## config.mk

```make
export PLATFORM = sky130hd
export DESIGN_NAME = smcs_top
export DESIGN_NICKNAME = d
export VERILOG_FILES = /design/src/shared/smcs_pkg.sv /design/src/rtl/smcs_clkdiv.sv /design/src/rtl/smcs_select.sv /design/src/rtl/smcs_top.sv
export SDC_FILE = /design/constraint.sdc
export NUM_CORES = 1
export LEC_CHECK = 0
export BUFFER_PORTS_ARGS = -buffer_cell sky130_fd_sc_hd__buf_2
export CORE_MARGIN = 2
export CORE_UTILIZATION = 50
export CTS_CLUSTER_SIZE = 10
export DETAILED_ROUTE_END_ITERATION = 12
export PLACE_DENSITY_LB_ADDON = 0.25
export SETUP_SLACK_MARGIN = 0.1
export SLEW_MARGIN = 20
export SYNTH_ARGS = -nofsm -noshare
export SYNTH_HDL_FRONTEND = slang
export SYNTH_HIERARCHICAL = 1
export SYNTH_SLANG_ARGS = --single-unit
export TNS_END_PERCENT = 5
```

## constraint.sdc

```tcl
create_clock -name CLK -period 20.7 [get_ports CLK]
set_input_delay 4.14 -clock CLK [delete_from_list [all_inputs] [get_ports CLK]]
set_output_delay 4.14 -clock CLK [all_outputs]
set_load 0.1 [all_outputs]
```

## src/shared/smcs_pkg.sv

```systemverilog
// Function
// - Serial clock is peripheral clock over 2(divisor+1)
// - Manual mode: selects follow software writes only
// - Auto mode: select per word, launched by go
// - Active level bit sets select polarity
// - Manual: one drives line active, zero inactive
// - Auto: marked line active only during words
// - Receive words hold last transfer data
// - Only low word-length bits are meaningful
// - Receive words read-only; writes update transmit; here a write lands in the shared word and reads back
// - Go starts transfer, stays set, self-clears
// - Length field 1..31 direct, zero is 32
// - Count field 00..11 gives one..four words
// - Shared storage: received data sent next time
`default_nettype none
package smcs_pkg;

  // ==========================================================
  // Register byte addresses
  localparam logic [31:0] SMCS_CTRL_ADDR  = 32'hB800_6200;
  localparam logic [31:0] SMCS_DIV_ADDR   = 32'hB800_6204;
  localparam logic [31:0] SMCS_SEL_ADDR   = 32'hB800_6208;
  localparam logic [31:0] SMCS_DATA0_ADDR = 32'hB800_6210;
  localparam logic [31:0] SMCS_DATA1_ADDR = 32'hB800_6214;
  localparam logic [31:0] SMCS_DATA2_ADDR = 32'hB800_6218;
  localparam logic [31:0] SMCS_DATA3_ADDR = 32'hB800_621C;

  // ==========================================================
  // Field positions
  localparam int SMCS_CTRL_GO_BIT   = 0;
  localparam int SMCS_CTRL_LEN_LSB  = 3;
  localparam int SMCS_CTRL_CNT_LSB  = 8;
  localparam int SMCS_CTRL_LSB_BIT  = 10;
  localparam int SMCS_DIV_LSB       = 0;
  localparam int SMCS_SEL_BITS_LSB  = 0;
  localparam int SMCS_SEL_LEVEL_BIT = 2;
  localparam int SMCS_SEL_AUTO_BIT  = 3;

  // ==========================================================
  // Reset values and sizes
  localparam logic [31:0] SMCS_CTRL_RST = 32'h0000_0000;
  localparam logic [31:0] SMCS_DIV_RST  = 32'h0000_0000;
  localparam logic [31:0] SMCS_SEL_RST  = 32'h0000_0000;
  localparam logic [31:0] SMCS_DATA_RST = 32'h0000_0000;
  localparam int          SMCS_DIV_W    = 16;
  localparam int          SMCS_WORDS    = 4;
  localparam int          SMCS_SEL_W    = 2;

  // ==========================================================
  // Types
  typedef enum logic [1:0] {
    SMCS_IDLE,
    SMCS_WORD,
    SMCS_GAP
  } smcs_state_t;

  typedef struct packed {
    logic       lsb_first;
    logic [1:0] word_count;
    logic [4:0] word_bit_count;
  } smcs_ctrl_t;

  typedef struct packed {
    logic                  auto_select_enable;
    logic                  select_active_level;
    logic [SMCS_SEL_W-1:0] select_line_bits;
  } smcs_sel_t;

  // ==========================================================
  // Shared arithmetic
  function automatic logic [5:0] smcs_word_bits(input logic [4:0] len);
    return (len == 5'h00) ? 6'h20 : {1'b0, len};
  endfunction

  function automatic logic [4:0] smcs_bit_pos(input logic [5:0] idx,
                                              input logic [4:0] len,
                                              input logic       lsb);
    logic [5:0] p;
    p = smcs_word_bits(len) - idx - 6'h01;
    return lsb ? idx[4:0] : p[4:0];
  endfunction

endpackage
`default_nettype wire

```

## src/rtl/smcs_clkdiv.sv

```systemverilog
`timescale 1ns/100ps
`default_nettype none
module smcs_clkdiv
  import smcs_pkg::*;
#(
  parameter int DIV_W = SMCS_DIV_W
)(
  input  wire logic             clk,
  input  wire logic             rst_n,
  input  wire logic             run,
  input  wire logic [DIV_W-1:0] divisor,
  output logic                  sclk,
  output logic                  rise,
  output logic                  fall
);

  typedef struct packed {
    logic [DIV_W-1:0] cnt;
    logic             sclk;
  } smcs_div_state_t;

  smcs_div_state_t state_reg;
  smcs_div_state_t state_next;
  logic            tick;

  // ==========================================================
  // Half period counter
  assign tick = run && (state_reg.cnt == divisor);

  always_comb
  begin
    state_next = state_reg;
    if (!run)
    begin
      // Idle clock parks low so every word starts on a rising edge
      state_next.cnt  = '0;
      state_next.sclk = 1'b0;
    end
    else if (tick)
    begin
      state_next.cnt  = '0;
      state_next.sclk = ~state_reg.sclk;
    end
    else
    begin
      state_next.cnt = state_reg.cnt + 1'b1;
    end
  end

  always_ff @(posedge clk or negedge rst_n)
  begin
    if (!rst_n)
      state_reg <= '0;
    else
      state_reg <= state_next;
  end

  assign sclk = state_reg.sclk;
  assign rise = tick && !state_reg.sclk;
  assign fall = tick && state_reg.sclk;

endmodule
`default_nettype wire

```

## src/rtl/smcs_select.sv

```systemverilog
`timescale 1ns/100ps
`default_nettype none
module smcs_select
  import smcs_pkg::*;
#(
  parameter int SEL_W = SMCS_SEL_W
)(
  input  wire logic             clk,
  input  wire logic             rst_n,
  input  wire logic [SEL_W-1:0] line_bits,
  input  wire logic             auto_en,
  input  wire logic             active_level,
  input  wire logic             word_active,
  output logic      [SEL_W-1:0] ss_out
);

  typedef struct packed {
    logic [SEL_W-1:0] ss;
  } smcs_ss_state_t;

  smcs_ss_state_t   state_reg;
  smcs_ss_state_t   state_next;
  logic [SEL_W-1:0] asserted;

  // ==========================================================
  // Select line drive
  always_comb
  begin
    if (auto_en)
      asserted = line_bits & {SEL_W{word_active}};
    else
      asserted = line_bits;
    state_next.ss = active_level ? asserted : ~asserted;
  end

  // Reset level is inactive for the reset polarity (active low)
  always_ff @(posedge clk or negedge rst_n)
  begin
    if (!rst_n)
      state_reg.ss <= {SEL_W{1'b1}};
    else
      state_reg <= state_next;
  end

  assign ss_out = state_reg.ss;

endmodule
`default_nettype wire

```

## src/rtl/smcs_top.sv

```systemverilog
// Implementation choice: the address-and-strobe port.
`timescale 1ns/100ps
`default_nettype none
module smcs_top
  import smcs_pkg::*;
#(
  parameter int DIV_W = SMCS_DIV_W
)(
  input  wire logic        CLK,
  input  wire logic        RST_N,
  input  wire logic [31:0] ADDR,
  input  wire logic [31:0] WDATA,
  input  wire logic        WR,
  input  wire logic        RD,
  output logic      [31:0] RDATA,
  output logic             SERIAL_CLOCK_OUT,
  output logic       [1:0] SLAVE_SELECT_OUT,
  output logic             SERIAL_DATA_OUT,
  input  wire logic        SERIAL_DATA_IN
);

  // ==========================================================
  // State
  typedef struct packed {
    smcs_state_t                     st;
    smcs_ctrl_t                      ctrl;
    logic [DIV_W-1:0]                div;
    smcs_sel_t                       sel;
    logic [SMCS_WORDS-1:0][31:0]     data;
    logic [1:0]                      word;
    logic [5:0]                      bit_idx;
    logic [DIV_W-1:0]                gap_cnt;
    logic                            so;
    logic [31:0]                     rdata;
  } smcs_top_state_t;

  smcs_top_state_t state_reg;
  smcs_top_state_t state_next;
  logic      [1:0] rst_sync_reg;
  logic            rst_n;
  logic            run;
  logic            sclk;
  logic            rise;
  logic            fall;
  logic            idle;
  logic            data_hit;
  logic      [1:0] data_idx;
  logic      [5:0] last_bit;
  logic      [4:0] rx_pos;
  logic      [4:0] tx_pos;
  logic      [4:0] first_pos;

  // ==========================================================
  // Reset release
  always_ff @(posedge CLK or negedge RST_N)
  begin
    if (!RST_N)
      rst_sync_reg <= 2'b00;
    else
      rst_sync_reg <= {rst_sync_reg[0], 1'b1};
  end

  assign rst_n = rst_sync_reg[1];

  // ==========================================================
  // Decode helpers
  assign idle     = (state_reg.st == SMCS_IDLE);
  assign data_hit = (ADDR[31:4] == SMCS_DATA0_ADDR[31:4]);
  assign data_idx = ADDR[3:2];
  assign last_bit = smcs_word_bits(state_reg.ctrl.word_bit_count) - 6'h01;
  assign rx_pos   = smcs_bit_pos(state_reg.bit_idx,
                                 state_reg.ctrl.word_bit_count,
                                 state_reg.ctrl.lsb_first);
  assign tx_pos   = smcs_bit_pos(state_reg.bit_idx + 6'h01,
                                 state_reg.ctrl.word_bit_count,
                                 state_reg.ctrl.lsb_first);
  assign first_pos = smcs_bit_pos(6'h00,
                                  WDATA[SMCS_CTRL_LEN_LSB +: 5],
                                  WDATA[SMCS_CTRL_LSB_BIT]);

  // Serial clock runs only while a word is on the line
  assign run = (state_reg.st == SMCS_WORD);

  // ==========================================================
  // Next state
  always_comb
  begin
    state_next       = state_reg;
    state_next.rdata = 32'h0000_0000;

    // Register reads, answered one cycle later
    if (RD)
    begin
      if (ADDR == SMCS_CTRL_ADDR)
      begin
        state_next.rdata[SMCS_CTRL_GO_BIT]       = !idle;
        state_next.rdata[SMCS_CTRL_LEN_LSB +: 5] = state_reg.ctrl.word_bit_count;
        state_next.rdata[SMCS_CTRL_CNT_LSB +: 2] = state_reg.ctrl.word_count;
        state_next.rdata[SMCS_CTRL_LSB_BIT]      = state_reg.ctrl.lsb_first;
      end
      else if (ADDR == SMCS_DIV_ADDR)
      begin
        state_next.rdata[SMCS_DIV_LSB +: DIV_W] = state_reg.div;
      end
      else if (ADDR == SMCS_SEL_ADDR)
      begin
        state_next.rdata[SMCS_SEL_BITS_LSB +: SMCS_SEL_W] =
          state_reg.sel.select_line_bits;
        state_next.rdata[SMCS_SEL_LEVEL_BIT] = state_reg.sel.select_active_level;
        state_next.rdata[SMCS_SEL_AUTO_BIT]  = state_reg.sel.auto_select_enable;
      end
      else if (data_hit)
      begin
        state_next.rdata = state_reg.data[data_idx];
      end
    end

    // Writes take effect only between transfers; a busy port ignores them
    if (WR && idle)
    begin
      if (ADDR == SMCS_CTRL_ADDR)
      begin
        state_next.ctrl.word_bit_count = WDATA[SMCS_CTRL_LEN_LSB +: 5];
        state_next.ctrl.word_count     = WDATA[SMCS_CTRL_CNT_LSB +: 2];
        state_next.ctrl.lsb_first      = WDATA[SMCS_CTRL_LSB_BIT];
        if (WDATA[SMCS_CTRL_GO_BIT])
        begin
          // Launch uses the fields written in the same cycle
          state_next.st      = SMCS_WORD;
          state_next.word    = 2'b00;
          state_next.bit_idx = 6'h00;
          state_next.so      = state_reg.data[0][first_pos];
        end
      end
      else if (ADDR == SMCS_DIV_ADDR)
      begin
        state_next.div = WDATA[SMCS_DIV_LSB +: DIV_W];
      end
      else if (ADDR == SMCS_SEL_ADDR)
      begin
        state_next.sel.select_line_bits    = WDATA[SMCS_SEL_BITS_LSB +: SMCS_SEL_W];
        state_next.sel.select_active_level = WDATA[SMCS_SEL_LEVEL_BIT];
        state_next.sel.auto_select_enable  = WDATA[SMCS_SEL_AUTO_BIT];
      end
      else if (data_hit)
      begin
        // Same flops serve transmit and receive
        state_next.data[data_idx] = WDATA;
      end
    end

    // Word sequencing
    unique case (state_reg.st)
      SMCS_IDLE:
      begin
      end
      SMCS_WORD:
      begin
        if (rise)
        begin
          // Received bit overwrites the bit just sent from the same place
          state_next.data[state_reg.word][rx_pos] = SERIAL_DATA_IN;
        end
        if (fall)
        begin
          if (state_reg.bit_idx == last_bit)
          begin
            state_next.bit_idx = 6'h00;
            state_next.gap_cnt = '0;
            if (state_reg.word == state_reg.ctrl.word_count)
              state_next.st = SMCS_IDLE;
            else
              state_next.st = SMCS_GAP;
          end
          else
          begin
            state_next.bit_idx = state_reg.bit_idx + 6'h01;
            state_next.so      = state_reg.data[state_reg.word][tx_pos];
          end
        end
      end
      SMCS_GAP:
      begin
        // Select drops for half a serial period between words
        if (state_reg.gap_cnt == state_reg.div)
        begin
          state_next.st   = SMCS_WORD;
          state_next.word = state_reg.word + 2'b01;
          state_next.so   = state_reg.data[state_reg.word + 2'b01][rx_pos];
        end
        else
        begin
          state_next.gap_cnt = state_reg.gap_cnt + 1'b1;
        end
      end
      default:
      begin
        // Unused code, e.g. after an upset, returns to idle
        state_next.st = SMCS_IDLE;
      end
    endcase
  end

  always_ff @(posedge CLK or negedge rst_n)
  begin
    if (!rst_n)
    begin
      state_reg         <= '0;
      state_reg.st      <= SMCS_IDLE;
      state_reg.ctrl    <= smcs_ctrl_t'(SMCS_CTRL_RST[10:3]);
      state_reg.div     <= SMCS_DIV_RST[DIV_W-1:0];
      state_reg.sel     <= smcs_sel_t'(SMCS_SEL_RST[3:0]);
      state_reg.data    <= {SMCS_WORDS{SMCS_DATA_RST}};
    end
    else
    begin
      state_reg <= state_next;
    end
  end

  // ==========================================================
  // Serial clock and slave selects
  smcs_clkdiv #(
    .DIV_W   (DIV_W)
  ) u_clkdiv (
    .clk     (CLK),
    .rst_n   (rst_n),
    .run     (run),
    .divisor (state_reg.div),
    .sclk    (sclk),
    .rise    (rise),
    .fall    (fall)
  );

  smcs_select #(
    .SEL_W        (SMCS_SEL_W)
  ) u_select (
    .clk          (CLK),
    .rst_n        (rst_n),
    .line_bits    (state_reg.sel.select_line_bits),
    .auto_en      (state_reg.sel.auto_select_enable),
    .active_level (state_reg.sel.select_active_level),
    .word_active  (run),
    .ss_out       (SLAVE_SELECT_OUT)
  );

  // ==========================================================
  // Outputs
  assign RDATA            = state_reg.rdata;
  assign SERIAL_CLOCK_OUT = sclk;
  assign SERIAL_DATA_OUT  = state_reg.so;

endmodule
`default_nettype wire

```

==> flow_metrics.py <==
metrics = {
    "die": {
        "fp.dieH_um": 184,
        "die_w_um": 184,
        "row_count": 65,
        "coreArea_um2": 31700,
        "ios": 105,
        "start_util": 0.511,
        "die_area_um2": 33900,
    },
    "clocking": {
        "cts_sinks": 236,
        "post_cts_resize_count": 0,
        "ctsHtreeMaxLevel": 1,
        "cts_tree": "yes",
        "clock_latency_ns": 0.57,
        "clock_path_buffers": 3,
        "holdBufCountCts": 0,
        "postCtsSetupBuffers": 0,
        "path_clk_slew_ns": 0.06,
        "numCtsBuffers": 29,
        "cts_root_buf": "clkbuf_16",
    },
    "synth": {
        "syn_inst": 1498,
        "synthTopCellsByArea": "dfrtp_1, mux4_2, mux2i_1, o31a_1, o21ai_0",
        "syn-cell-area_um2": 16200,
        "avgSynthCellArea_um2": 10.8,
        "synth_edf_count": 0,
        "yosysWarnings": 6,
        "synth_most_common_cell": "dfrtp_1",
        "ys_seq_elements": 236,
        "yosys-top-cells-count": "dfrtp_1, mux2i_1, o21ai_0",
        "post_synth_num_cell_types": 72,
        "synth-async-reset-ratio": 1.00,
        "synth_flop_cell": "dfrtp_1",
        "yosys.area.top_type": "dfrtp_1",
        "synth_nets": 1590,
        "yosysSeqAreaShare": 0.364,
        "synth_top_cell_area_share": 0.361,
    },
    "timing": {
        "fin_skew_ns": 0.0209,
        "slew_headroom": 0.258,
        "timing.hold.ws_ns": 0.348,
        "drv_slew": 0,
        "finalCritPeriodShare": 0.323,
        "finalSetupTns_ns": 0,
        "fin_crit_ns": 6.69,
        "final_hold_viol_count": 0,
        "max_freq_mhz": 149,
        "rsz0062_at_grt": "false",
        "setup_viol": 0,
        "worst_pin_slew_ns": 1.11,
    },
    "setup_path": {
        "startpoint_type": "primary input",
        "cp_max_fo": 16,
        "crit_type": "in2reg",
        "cpPeakStageDelay_ns": 0.76,
        "r2r_end": "SERIAL_DATA_OUT$_DFF_PN0_",
        "crit_chain": "buf_2 > nor4_1 > nand4_1 > or3_1 > nor3b_4 > and3_1 > mux2_2",
        "end_kind": "register",
        "worst_ep_arrival_time_ns": 7.14,
        "required_ns": 21.15,
        "setup.reg_to_reg.worst_slack_ns": 16.86,
        "rr_worst_depth": 12,
        "cp_slowest_cell": "and3_1",
        "rr_startpoint": "state_reg[49]$_DFF_PN0_",
    },
    "detailed_routing": {
        "drt_pass1_iterations": 5,
        "drc": 0,
        "wl_met2_um": 21600,
        "vias": 12900,
        "viasPerCell": 6.68,
        "routed_wl_um": 48000,
        "drt_iter0_drc": 1460,
        "avgRoutedWirePerCell_um": 24.9,
        "wl_met3_um": 4640,
        "postRouteAntennaNets": 0,
        "maxUsedRoutingLayer": "met4",
        "m1WireLength_um": 20300,
    },
    "placement": {
        "routabilityCongestion": 0.901,
        "io_buffers": 104,
        "hpwl_um": 31800,
    },
    "hold_path": {
        "min-delay-start": "rst_sync_reg[0]$_DFF_PN0_",
        "holdPathStages": 0,
        "holdPathEnd": "rst_sync_reg[1]$_DFF_PN0_",
        "hp-class": "reg2reg",
    },
    "grt": {
        "grt_pass1_vias": 12400,
        "antenna_found_initial": 0,
        "grt_pass1_wl_um": 73800,
        "grt_use_total": 0.285,
        "gr-total-overflow": 0,
        "grt_max_degree": 181,
    },
    "finish": {
        "area_growth_pct": 8.13,
        "drive_gt1_frac": 0.252,
        "n_antenna_cell": 0,
        "largest_reg_flops": 182,
        "nets": 1599,
    },
    "power": {
        "power_leakage_nw": 7.75,
        "p_per_area_nw_per_um2": 58.2,
        "vdd_drop_max_uv": 55.0,
        "power.total_mw": 1.02,
    },
    "job": {
        "maxCapViolCount": 0,
    },
    "run_status": {
        "outcome": "complete, no violations",
    },
}
==> metal layers <==
layer | vias up | track usage
li1 | 5683 | -
met1 | 6460 | 0.394
met2 | 631 | 0.444
met3 | 102 | 0.0668
met4 | 0 | 0.0899
met5 | - | 0
==> cells in the final DEF (no fill, tap or decap), types with 38 or more instances in the layout <==
master,n
a21oi_1,81
a31o_2,46
buf_2,103
dfrtp_1,232
mux2i_1,146
mux4_2,97
nand2_1,75
nand3_1,38
nor2_1,46
o21ai_0,104
o31a_1,60
xnor2_1,42
==> worst max-delay path, delay by kind of cell <==
family	cells	cell delay (ns)
muxes	1	0.41
and+or+nand+nor	5	2.47
buffers and inverters	1	0.10
==> where the power goes <==
part / switching, mW / leakage [nW] / internal (mW)
registers: 0.0102 / 3.09 / 0.469
clock network: 0.198 / 0.418 / 0.271
logic: 0.0406 / 4.24 / 0.0316
==> cell type report <==
type                    instances  area, um2
fillers                      2781      14200
multi-input cells            1079       9420
flip-flops and latches        236       5920
clock buffers                  46        830
repair buffers                130        731
well taps                     402        503
inverters                      31        116
clock inverters                 4       23.8
==> worst max-delay path by stage <==
stage	start	to	slack, ns	cells after the start
5_1_grt	ADDR[5]	state_reg[192]$_DFFE_PN0P_	13.86	7
4_1_cts	ADDR[8]	state_reg[190]$_DFFE_PN0P_	14.02	7
3_5_place_dp	ADDR[8]	state_reg[204]$_DFFE_PN0P_	13.43	7
6_report	ADDR[5]	state_reg[192]$_DFFE_PN0P_	14.01	7
3_3_place_gp	ADDR[8]	state_reg[192]$_DFFE_PN0P_	13.54	7
2_1_floorplan	rst_sync_reg[1]$_DFF_PN0_	RDATA[0]$_DFF_PN0_	13.64	0
==> metrics by stage <==
stage	util	std cells	cell area (um2)	setup WS, ns
floorplan	-	1498	16200	13.64
global placement	0.526	1878	16700	13.54
detailed placement	0.526	1878	16700	13.43
CTS	0.553	1928	17500	14.02
global route	0.553	1928	17500	13.86
finish	0.553	1928	17500	14.01
==> kinds of logic after synthesis <==
| group | count (synthesis) | share of synthesized area |
|---|---|---|
| AO/OA/AOI/OAI | 391 | 0.164 |
| AND/OR/NAND/NOR | 314 | 0.107 |
| multiplexers | 284 | 0.254 |
| flip-flops | 236 | 0.364 |
| buffers and inverters | 183 | 0.0557 |
| XOR/XNOR | 66 | 0.0356 |
| adder cells (fa/ha/maj) | 23 | 0.0187 |
| other | 1 | 0.000231 |
Power figures use the tool's default switching activity.
